`src/pkg/mgtp_pkg.sv`:
```
`default_nettype none
// Shared constants and carriers for the management port block.
package mgtp_pkg;
	// Wishbone byte offsets of the local registers.
	localparam logic [3:0] WB_CTRL      = 4'h0;
	localparam logic [3:0] WB_STATUS    = 4'h4;
	localparam logic [3:0] WB_IRQ_STAT  = 4'h8;
	localparam logic [3:0] WB_IRQ_MASK  = 4'hc;
	// Control register fields and reset value.
	localparam int         CTRL_TEST_PORT_BIT = 0;
	localparam logic [0:0] CTRL_RST           = 1'h0;
	// Interrupt bit positions and reset values.
	localparam int         IRQ_WRITE_BIT = 0;
	localparam int         IRQ_READ_BIT  = 1;
	localparam int         IRQ_PERR_BIT  = 2;
	localparam int         IRQ_W         = 3;
	localparam logic [2:0] IRQ_RST       = 3'h0;
	// Management frame format.
	localparam logic [5:0] PREAMBLE_BITS = 6'h20;
	localparam logic [3:0] HDR_LAST      = 4'hb;
	localparam logic [3:0] DATA_LAST     = 4'hf;
	localparam logic [1:0] OP_WRITE      = 2'h1;
	localparam logic [1:0] OP_READ       = 2'h2;
	// Management register addresses, fields and reset value.
	localparam logic [4:0]  REG_PAT_SEL  = 5'h00;
	localparam logic [4:0]  REG_PWR      = 5'h01;
	localparam logic [4:0]  REG_PAT_EN   = 5'h0b;
	localparam int          PWR_DOWN_BIT = 15;
	localparam logic [15:0] PAT_EN_MASK  = 16'h30c0;
	localparam logic [15:0] CHAN_REG_RST = 16'h0000;
	// Frame header as shifted in: opcode, port address, register address.
	typedef struct packed {
		logic [1:0] op;
		logic [4:0] port;
		logic [4:0] regad;
	} mgtp_hdr_t;
	// Per-channel management registers.
	typedef struct packed {
		logic [15:0] pat_sel;
		logic [15:0] pwr;
		logic [15:0] pat_en;
	} mgtp_chan_regs_t;
	// Frame receiver states.
	typedef enum logic [4:0] {
		MF_IDLE  = 5'h01,
		MF_START = 5'h02,
		MF_HDR   = 5'h04,
		MF_TA    = 5'h08,
		MF_DATA  = 5'h10
	} mgtp_state_t;
endpackage
`default_nettype wire

```
`src/mgtp_mgmt_port.sv`:
```
// Contract
// - Answer a frame only when port field bits 4:1 match strap bits 4:1.
// - Port field bit 0 picks channel: 0 is channel A, 1 is channel B.
// - Strap bit 0 is ignored for matching; the board ties it low.
// - With pattern test on, ok flag is high when error free, low on error.
// - Register 0 bits 3:0 choose which channel, side and lane the flag reports.
// - While the device reset pin is low the ok flag is driven low.
// - The ok flag floats in register power down and pin power down.
// - Register power down keeps the port serving; reset and pin power down float data.
// - Some status bits are unreliable in power down; software must not trust them.
// - Management clock clocks the port; the data line carries data both ways.
// - Test data out floats when unused, in reset and in both power downs.
// - Test data in pull-up is off in pin power down, on in register power down.
// - Pattern test is on when the pin or any register enable bit is set.
`default_nettype none
module mgtp_mgmt_port (
	// System.
	input  wire logic        clk_i,
	input  wire logic        rst_i,
	// Wishbone slave.
	input  wire logic        wb_cyc_i,
	input  wire logic        wb_stb_i,
	input  wire logic        wb_we_i,
	input  wire logic [3:0]  wb_adr_i,
	input  wire logic [3:0]  wb_sel_i,
	input  wire logic [31:0] wb_dat_i,
	output logic      [31:0] wb_dat_o,
	output logic             wb_ack_o,
	output logic             irq_o,
	// Device pins.
	input  wire logic        device_reset_low_i,
	input  wire logic        power_down_chan_a_low_i,
	input  wire logic        power_down_chan_b_low_i,
	input  wire logic        pattern_test_enable_i,
	input  wire logic [4:0]  port_addr_strap_i,
	input  wire logic [15:0] lane_ok_i,
	// Management link.
	input  wire logic        mdc_i,
	input  wire logic        mdio_i,
	output logic             mdio_o,
	output logic             mdio_oe_o,
	// Status and test pins.
	output logic             prbs_ok_flag_o,
	output logic             prbs_ok_flag_oe_o,
	output logic             tdo_oe_o,
	output logic             tdi_pullup_en_o,
	output logic      [1:0]  pattern_run_o
);

	logic [26:0]               s1_ff;
	logic [26:0]               s2_ff;
	logic                      dev_rst_n_s;
	logic                      pda_s;
	logic                      pdb_s;
	logic                      pten_s;
	logic [4:0]                strap_s;
	logic                      mdc_s;
	logic                      mdio_s;
	logic [15:0]               lane_ok_s;
	logic                      core_rst;
	logic                      pin_pd;
	logic                      reg_pd;
	logic                      mgmt_off;
	logic                      mdc_q_ff;
	logic                      mdc_rise;
	mgtp_pkg::mgtp_state_t     state_ff;
	logic [5:0]                pre_cnt_ff;
	logic [3:0]                bit_cnt_ff;
	mgtp_pkg::mgtp_hdr_t       hdr_ff;
	mgtp_pkg::mgtp_hdr_t       nxt_hdr;
	logic                      hit_calc;
	logic                      hit_ff;
	logic                      rd_ff;
	logic [15:0]               sh_ff;
	logic [15:0]               rd_word;
	logic                      wr_stb_ff;
	logic [15:0]               wdata_ff;
	logic                      rd_evt_ff;
	mgtp_pkg::mgtp_chan_regs_t regs_ff [2];
	logic [3:0]                pat_sel;
	logic                      pat_any;
	logic                      nxt_ok;
	logic                      perr_evt;
	logic                      wb_req;
	logic                      wb_wr;
	logic [31:0]               rd_mux;
	logic [0:0]                ctrl_ff;
	logic [2:0]                irq_stat_ff;
	logic [2:0]                irq_mask_ff;
	logic [2:0]                irq_evt;

	// Every pin passes two flip-flops; only the second stage is read below.
	always_ff @(posedge clk_i)
	begin
		if (rst_i)
		begin
			s1_ff <= 27'h0;
			s2_ff <= 27'h0;
		end
		else
		begin
			s1_ff <= {device_reset_low_i, power_down_chan_a_low_i, power_down_chan_b_low_i,
				pattern_test_enable_i, port_addr_strap_i, mdc_i, mdio_i, lane_ok_i};
			s2_ff <= s1_ff;
		end
	end

	// Synchronised pin levels and derived operating modes.
	assign dev_rst_n_s = s2_ff[26];
	assign pda_s       = s2_ff[25];
	assign pdb_s       = s2_ff[24];
	assign pten_s      = s2_ff[23];
	assign strap_s     = s2_ff[22:18];
	assign mdc_s       = s2_ff[17];
	assign mdio_s      = s2_ff[16];
	assign lane_ok_s   = s2_ff[15:0];
	assign core_rst    = rst_i | ~dev_rst_n_s;
	assign pin_pd      = ~pda_s & ~pdb_s;
	assign reg_pd      = regs_ff[0].pwr[mgtp_pkg::PWR_DOWN_BIT] & regs_ff[1].pwr[mgtp_pkg::PWR_DOWN_BIT];
	// Register power down is left out here so the port keeps serving in it.
	assign mgmt_off    = core_rst | pin_pd;
	assign mdc_rise    = mdc_s & ~mdc_q_ff;

	// Edge history of the management clock.
	always_ff @(posedge clk_i)
	begin
		if (rst_i)
			mdc_q_ff <= 1'b0;
		else
			mdc_q_ff <= mdc_s;
	end

	// Header decode; strap bit 0 takes no part in the match.
	assign nxt_hdr  = mgtp_pkg::mgtp_hdr_t'({hdr_ff[10:0], mdio_s});
	assign hit_calc = (nxt_hdr.port[4:1] == strap_s[4:1]);

	// Read data comes from the channel that port field bit 0 selects.
	always_comb
	begin
		rd_word = 16'h0000;
		case (hdr_ff.regad)
			mgtp_pkg::REG_PAT_SEL: rd_word = regs_ff[hdr_ff.port[0]].pat_sel;
			mgtp_pkg::REG_PWR:     rd_word = regs_ff[hdr_ff.port[0]].pwr;
			mgtp_pkg::REG_PAT_EN:  rd_word = regs_ff[hdr_ff.port[0]].pat_en;
			default:               rd_word = 16'h0000;
		endcase
	end

	// Frame receiver; it moves on a sampled rising management clock edge, and its strobes drop one cycle later.
	always_ff @(posedge clk_i)
	begin
		if (mgmt_off)
		begin
			state_ff   <= mgtp_pkg::MF_IDLE;
			pre_cnt_ff <= 6'h00;
			bit_cnt_ff <= 4'h0;
			hdr_ff     <= mgtp_pkg::mgtp_hdr_t'(12'h000);
			sh_ff      <= 16'h0000;
			hit_ff     <= 1'b0;
			rd_ff      <= 1'b0;
			mdio_o     <= 1'b0;
			mdio_oe_o  <= 1'b0;
			wr_stb_ff  <= 1'b0;
			wdata_ff   <= 16'h0000;
			rd_evt_ff  <= 1'b0;
		end
		else
		begin
			wr_stb_ff <= 1'b0;
			rd_evt_ff <= 1'b0;
			if (mdc_rise)
			begin
				case (state_ff)
					// Count preamble ones; a zero after a full preamble opens the start field.
					mgtp_pkg::MF_IDLE:
					begin
						if (mdio_s)
						begin
							if (pre_cnt_ff != mgtp_pkg::PREAMBLE_BITS)
								pre_cnt_ff <= pre_cnt_ff + 6'h01;
						end
						else
						begin
							if (pre_cnt_ff == mgtp_pkg::PREAMBLE_BITS)
								state_ff <= mgtp_pkg::MF_START;
							pre_cnt_ff <= 6'h00;
						end
					end
					mgtp_pkg::MF_START:
					begin
						bit_cnt_ff <= 4'h0;
						state_ff   <= mdio_s ? mgtp_pkg::MF_HDR : mgtp_pkg::MF_IDLE;
					end
					mgtp_pkg::MF_HDR:
					begin
						hdr_ff     <= nxt_hdr;
						bit_cnt_ff <= bit_cnt_ff + 4'h1;
						if (bit_cnt_ff == mgtp_pkg::HDR_LAST)
						begin
							state_ff   <= mgtp_pkg::MF_TA;
							bit_cnt_ff <= 4'h0;
							hit_ff     <= hit_calc;
							rd_ff      <= hit_calc && (nxt_hdr.op == mgtp_pkg::OP_READ);
						end
					end
					// First turnaround bit floats; on a read the device drives the second one low.
					mgtp_pkg::MF_TA:
					begin
						bit_cnt_ff <= bit_cnt_ff + 4'h1;
						if (bit_cnt_ff == 4'h0)
						begin
							mdio_oe_o <= rd_ff;
							mdio_o    <= 1'b0;
						end
						else
						begin
							state_ff   <= mgtp_pkg::MF_DATA;
							bit_cnt_ff <= 4'h0;
							mdio_o     <= rd_ff & rd_word[15];
							sh_ff      <= {rd_word[14:0], 1'b0};
						end
					end
					mgtp_pkg::MF_DATA:
					begin
						bit_cnt_ff <= bit_cnt_ff + 4'h1;
						sh_ff      <= {sh_ff[14:0], rd_ff ? 1'b0 : mdio_s};
						mdio_o     <= rd_ff & sh_ff[15];
						if (bit_cnt_ff == mgtp_pkg::DATA_LAST)
						begin
							state_ff   <= mgtp_pkg::MF_IDLE;
							bit_cnt_ff <= 4'h0;
							mdio_oe_o  <= 1'b0;
							mdio_o     <= 1'b0;
							rd_evt_ff  <= rd_ff;
							wr_stb_ff  <= hit_ff && (hdr_ff.op == mgtp_pkg::OP_WRITE);
							wdata_ff   <= {sh_ff[14:0], mdio_s};
						end
					end
					default: state_ff <= mgtp_pkg::MF_IDLE;
				endcase
			end
		end
	end

	// Per-channel registers and pattern enables; a write lands only in its channel.
	for (genvar c = 0; c < 2; c++)
	begin : g_chan
		always_ff @(posedge clk_i)
		begin
			if (core_rst)
				regs_ff[c] <= {3{mgtp_pkg::CHAN_REG_RST}};
			else if (wr_stb_ff && (hdr_ff.port[0] == 1'(c)))
			begin
				case (hdr_ff.regad)
					mgtp_pkg::REG_PAT_SEL: regs_ff[c].pat_sel <= wdata_ff;
					mgtp_pkg::REG_PWR:     regs_ff[c].pwr     <= wdata_ff;
					mgtp_pkg::REG_PAT_EN:  regs_ff[c].pat_en  <= wdata_ff;
					default:               regs_ff[c]         <= regs_ff[c];
				endcase
			end
		end

		always_ff @(posedge clk_i)
		begin
			if (core_rst)
				pattern_run_o[c] <= 1'b0;
			else
				pattern_run_o[c] <= pten_s | (|(regs_ff[c].pat_en & mgtp_pkg::PAT_EN_MASK));
		end
	end

	// Pass flag source; the selector lives in channel A's register 0.
	assign pat_sel  = regs_ff[0].pat_sel[3:0];
	assign pat_any  = pten_s | (|((regs_ff[0].pat_en | regs_ff[1].pat_en) & mgtp_pkg::PAT_EN_MASK));
	assign nxt_ok   = pat_any & lane_ok_s[pat_sel];
	assign perr_evt = pat_any & prbs_ok_flag_o & ~nxt_ok & prbs_ok_flag_oe_o;

	// Pass flag pin: low in reset, floating in either power down.
	always_ff @(posedge clk_i)
	begin
		if (core_rst)
		begin
			prbs_ok_flag_o    <= 1'b0;
			prbs_ok_flag_oe_o <= 1'b1;
		end
		else if (pin_pd || reg_pd)
		begin
			prbs_ok_flag_o    <= 1'b0;
			prbs_ok_flag_oe_o <= 1'b0;
		end
		else
		begin
			prbs_ok_flag_o    <= nxt_ok;
			prbs_ok_flag_oe_o <= 1'b1;
		end
	end

	// Test pins: output enable only for an active test port outside reset and power down.
	always_ff @(posedge clk_i)
	begin
		if (rst_i)
		begin
			tdo_oe_o        <= 1'b0;
			tdi_pullup_en_o <= 1'b0;
		end
		else
		begin
			tdo_oe_o        <= ctrl_ff[0] & ~core_rst & ~pin_pd & ~reg_pd;
			tdi_pullup_en_o <= ~pin_pd;
		end
	end

	// Wishbone: ack one cycle after the request, write applied at the ack edge.
	assign wb_req = wb_cyc_i & wb_stb_i;
	assign wb_wr  = wb_req & wb_we_i & wb_ack_o & wb_sel_i[0];

	// Status reflects live power-down state, and the pass flag bit reads 0 while powered down.
	always_comb
	begin
		rd_mux = 32'h0000_0000;
		case (wb_adr_i)
			mgtp_pkg::WB_CTRL:     rd_mux = {31'h0, ctrl_ff};
			mgtp_pkg::WB_STATUS:   rd_mux = {22'h0, strap_s, prbs_ok_flag_o, pat_any, reg_pd, pin_pd, core_rst};
			mgtp_pkg::WB_IRQ_STAT: rd_mux = {29'h0, irq_stat_ff};
			mgtp_pkg::WB_IRQ_MASK: rd_mux = {29'h0, irq_mask_ff};
			default:               rd_mux = 32'h0000_0000;
		endcase
	end

	// Bus answer registers.
	always_ff @(posedge clk_i)
	begin
		if (rst_i)
		begin
			wb_ack_o <= 1'b0;
			wb_dat_o <= 32'h0000_0000;
		end
		else
		begin
			wb_ack_o <= wb_req & ~wb_ack_o;
			if (wb_req && !wb_ack_o)
				wb_dat_o <= rd_mux;
		end
	end

	// Software-written control and mask registers.
	always_ff @(posedge clk_i)
	begin
		if (rst_i)
		begin
			ctrl_ff     <= mgtp_pkg::CTRL_RST;
			irq_mask_ff <= mgtp_pkg::IRQ_RST;
		end
		else if (wb_wr)
		begin
			if (wb_adr_i == mgtp_pkg::WB_CTRL)
				ctrl_ff <= wb_dat_i[mgtp_pkg::CTRL_TEST_PORT_BIT];
			if (wb_adr_i == mgtp_pkg::WB_IRQ_MASK)
				irq_mask_ff <= wb_dat_i[2:0];
		end
	end

	// Sticky events; a new event in the clearing cycle wins over the clear.
	always_comb
	begin
		irq_evt                          = 3'h0;
		irq_evt[mgtp_pkg::IRQ_WRITE_BIT] = wr_stb_ff;
		irq_evt[mgtp_pkg::IRQ_READ_BIT]  = rd_evt_ff;
		irq_evt[mgtp_pkg::IRQ_PERR_BIT]  = perr_evt;
	end

	always_ff @(posedge clk_i)
	begin
		if (rst_i)
		begin
			irq_stat_ff <= mgtp_pkg::IRQ_RST;
			irq_o       <= 1'b0;
		end
		else
		begin
			if (wb_wr && (wb_adr_i == mgtp_pkg::WB_IRQ_STAT))
				irq_stat_ff <= (irq_stat_ff & ~wb_dat_i[2:0]) | irq_evt;
			else
				irq_stat_ff <= irq_stat_ff | irq_evt;
			irq_o <= |(irq_stat_ff & irq_mask_ff);
		end
	end
endmodule
`default_nettype wire

```
`config.mk`:
```
export PLATFORM = sky130hd
export DESIGN_NAME = mgtp_mgmt_port
export DESIGN_NICKNAME = d
export VERILOG_FILES = /design/src/pkg/mgtp_pkg.sv /design/src/mgtp_mgmt_port.sv
export SDC_FILE = /design/constraint.sdc
export NUM_CORES = 1
export LEC_CHECK = 0
export BUFFER_PORTS_ARGS = -buffer_cell sky130_fd_sc_hd__buf_2
export CORE_MARGIN = 3
export CORE_UTILIZATION = 40
export DETAILED_ROUTE_END_ITERATION = 10
export PLACE_DENSITY_LB_ADDON = 0.15
export SLEW_MARGIN = 10
export SYNTH_ARGS = -nofsm -noshare
export SYNTH_HDL_FRONTEND = slang
export SYNTH_SLANG_ARGS = --single-unit
```
`constraint.sdc`:
```
create_clock -name clk_i -period 3.83 [get_ports clk_i]
set_clock_uncertainty 0.1 [all_clocks]
set_input_delay 0.766 -clock clk_i [delete_from_list [all_inputs] [get_ports clk_i]]
set_output_delay 0.766 -clock clk_i [all_outputs]
set_load 0.02 [all_outputs]
```
After elaboration in Yosys (flattened, before gate mapping):

Memory sizes are Yosys's and may differ from the RTL's. A register that Yosys moved wholly into a read port is not among the register bits.
Index checks and enable logic that the tools add are counted.
Widths: inputs -> output; s select.

* flip-flop bits (word level): 167
* memory bits (writable): 96
* bits of input ports: 72
* output and inout bits: 42
* word-level logic and storage cells: 213
* memories kept: 1

* add/subtract/negate cells: 2
* magnitude comparators: 1
* eq/ne operators: 24
* muxes and demuxes: 72
* bitwise gates (word level): 53
* reductions and logical operators: 31

Memory list
* regs_ff: words 2, bits a word 48, read ports 3, clocked after Yosys merged registers in 1, wr ports 2, RTL line mgtp_mgmt_port.sv:79 `mgtp_pkg::mgtp_chan_regs_t regs_ff [2];`

Operator list (count)
* $mux 16: 13
* $pmux 16 s3: 1
* $pmux 10 s4: 1
* $mux 1: 39
* $pmux 16 s2: 1
* $mux 5: 5
* $pmux 5 s5: 1
* $and 1x1->1: 17
* $or 1x1->1: 17
* $eq 4x4->1 const B: 4
* $pmux 4 s4: 1
* $reduce_or 4->1: 4
* $or 14x14->14: 1
* $not 1->1: 13
* $mux 4: 3
* $mux 6: 2
* $ne 2x2->1 const B: 6
* $reduce_and 3->1: 4
* $eq 5x1->1 const B: 2
* $eq 5x4->1 const B: 2
* $reduce_and 2->1: 5
* $logic_not 4->1: 2
* $add 6x1->6 const B: 1
* $and 3x3->3: 2
* other kinds (27): 36

Depth between registers and ports, before layout:

An unclocked memory read counts as a cell.

* depth after elaboration: 10
* mapped depth: 8
* depth with buffers taken out: 7

Least setup slack after synthesis:

Ideal clock, no wire load.

* path kind: register to register
* start: reg hdr_ff[4] in the netlist's numbering
* end: mem regs_ff[0][32] in the netlist's numbering (enable)
* library setup time: 0.414 ns
* arrival time: 2.248 ns
* required time: 3.316 ns
* path slack: 1.068 ns
* cell stages (with the launch flop): 3
* buffers on the path: 0
* clock period less this slack: 2.762 ns
* cells stage by stage: dfxtp_1 -> or4_1 -> o31ai_1

RTL lines
* start: declaration: RTL line mgtp_mgmt_port.sv:69 `mgtp_pkg::mgtp_hdr_t hdr_ff;`
* start signal: assignment: RTL line mgtp_mgmt_port.sv:157 `hdr_ff <= mgtp_pkg::mgtp_hdr_t'(12'h000);`
* start signal: assignment: RTL line mgtp_mgmt_port.sv:196 `hdr_ff <= nxt_hdr;`
* end: declaration: RTL line mgtp_mgmt_port.sv:79

==> reports/qor.yml <==
synth_area_leaders: "dfxtp_1 29%, edfxtp_1 29%, and2_1 6.1%"
ys.flop_type: "dfxtp_1"
grt_pass1_wl_um: 37800
yosysUniqueCellTypes: 68
antenna_found_initial: 0
dp_hpwl_um: 15400
fin_tns_setup_ps: 0
drt-pass1-iter-count: 5
hold_path_class: "flop to flop"
finalCritPeriodShare: 0.690
cap_violations: 0
worstSetupPathType: "flop to flop"
die_h_um: 165
clock-sinks: 242
r2r_setup_slack_ps: 1190
min_to: "wr_stb_ff"
hp-start: "hdr_ff[11]"
rows: 57
antenna_cells: 0
slew_violations: 0
start_util: 0.410
gp_congestion: 0.800
cts-root-buf: "clkbuf_16"
path_clk_slew_ps: 60
crit_cells: 3
worstPathArrival_ps: 2770
drc: 0
p_leak_uw: 0.00443
syn-instance-count: 914
cp_cell_sequence: "or4_1 -> o31ai_2 -> buf_4"
yosys_warnings: 0
worst-path-max-fanout: 9
crit_path_end_kind: "flop"
ctsResizeCount: 0
cts_made_buffers: 27
final_nets: 1046
reg2reg_depth: 3
final_layout_size_suffix_gt1_frac: 0.163
tightest_slew_ps: 1010
reg2reg_from: "hdr_ff[4]"
post_cts_buffers: 0
ioPinCount: 114
core_area_um2: 24500
crit_buf_inv: 1
grt_setup_unrepaired: "no"
hold_buffers: 0
synth_area_leader_cell: "dfxtp_1"
io_buffers: 59
htreeDepth: 1
chipWidth_um: 165
first_global_vias: 6744
use_met2: 0.289
finalSetupViolCount: 0
synth_top_area_frac: 0.290
worstHoldPathCells: 1
wire_per_inst_um: 18.0
crit_family: "compound AO/OA/AOI/OAI gates"
peakVddDrop_mv: 0.440
outcome: "complete, no violations"
fin_hold_ws_ps: 319
crit_slowest_cell: "o31ai_2"
startpoint_type: "flop"
antenna_left: 0
avgSynthCellArea_um2: 11.0
yosysSeqAreaShare: 0.577
max_freq_ghz: 0.378
required_ps: 3960
globalRoute.busiestLayer: "met2"
timing.rr.end: "regs_ff[0][36]"
synth_most_common_cell: "dfxtp_1"
ys_async_sr_fraction: 0
clk_latency_ps: 540
area_growth_pct: 14.5
cts_max_path_buffers: 3
wl_um: 23700
slew_headroom: 0.324
synth_top_cells_by_count: "146 x dfxtp_1, 98 x and2_1, 96 x edfxtp_1"
grt_overflow_total: 0
drtIter0Drc: 505
p_per_area_nw_per_um2: 466
met3_usage: 0.0286
cts_tree: "yes"
avgViaCountPerCell: 5.25
grt_max_degree: 78
met1_usage: 0.247
netlist_area_um2: 10100
ys_seq_elements: 242
synth_edf_count: 96
track_usage: 0.178
vias: 6895
dieArea_um2: 27100
fin_crit_ps: 2640
slowest_delay_ps: 800
final_hold_viol_count: 0
==> placed cells by master (no fill, tap or decap), types with 17 or more instances in the layout <==
cell         n
dfxtp_1    145
and2_1      98
edfxtp_1    96
nand2_1     66
buf_2       59
nor2b_1     57
nor2_1      55
o21ai_0     44
a21oi_1     41
mux2i_1     29
clkbuf_16   28
buf_4       24
conb_1      22
a22oi_1     17
==> per-stage QoR <==
step / std cells / setup WS [ps] / util / cell area, um^2 / total power (uW)
4_1_cts: 1314 / 1150 / 0.470 / 11500 / 5420
5_1_grt: 1314 / 1030 / 0.470 / 11500 / 5540
2_1_floorplan: 935 / 1070 / - / 10100 / 2900
3_3_place_gp: 1265 / 1180 / 0.435 / 10700 / 2940
6_report: 1314 / 1190 / 0.470 / 11500 / 5370
3_5_place_dp: 1265 / 1150 / 0.435 / 10700 / 2940
==> power by group <==
part	switching, uW	internal (uW)
registers	19.6	2720
logic	88.9	54.5
clock network	1010	1470
total	1120	4250
==> how the worst max path moves through the flow <==
stage / from / endpoint / slack (ps)
floorplan: hdr_ff[4] / regs_ff[0][32] / 1070
global placement: hdr_ff[4] / regs_ff[0][45] / 1180
detailed placement: hdr_ff[4] / regs_ff[0][46] / 1150
CTS: hdr_ff[4] / regs_ff[0][44] / 1150
global route: hdr_ff[4] / regs_ff[1][19] / 1030
finish: hdr_ff[4] / regs_ff[0][36] / 1190
==> metal layers <==
metal  vias up  routed length [um]
li1       3329                   -
met1      3382               11200
met2       146               10900
met3        38                1040
met4         0                 555
met5         -                   0
==> state kept, by name, summed over array words and instances (netlist names), 2 cells and up, named ones only <==
signal         count
pattern_run_o      2
irq_stat_ff        3
regs_ff           96
bit_cnt_ff         4
s1_ff             27
hdr_ff            12
sh_ff             16
pre_cnt_ff         6
state_ff           5
wdata_ff          16
s2_ff             27
irq_mask_ff        3
wb_dat_o          10
==> kinds of logic (layout without fill, tap and decap cells) <==
| group | Yosys count | in the layout | share of synthesized area |
|---|---|---|---|
| simple gates | 366 | 366 | 0.200 |
| flops | 242 | 242 | 0.577 |
| compound gates | 161 | 161 | 0.102 |
| buf+inv | 85 | 140 | 0.0436 |
| mux | 46 | 46 | 0.0646 |
| xor+xnor | 9 | 9 | 0.00783 |
| fa+ha+maj | 4 | 4 | 0.00497 |
| other cells | 1 | 22 | 0.000373 |
==> final cells by class <==
class | count | area, um^2
Multi-Input combinational cell | 608 | 3940
Fill cell | 2318 | 13000
Clock inverter | 4 | 35.0
Sequential cell | 242 | 5810
Tap cell | 324 | 405
Inverter | 8 | 30.0
Clock buffer | 45 | 828
Timing Repair Buffer | 83 | 475
No activity file was read; power rests on OpenSTA's default activity.
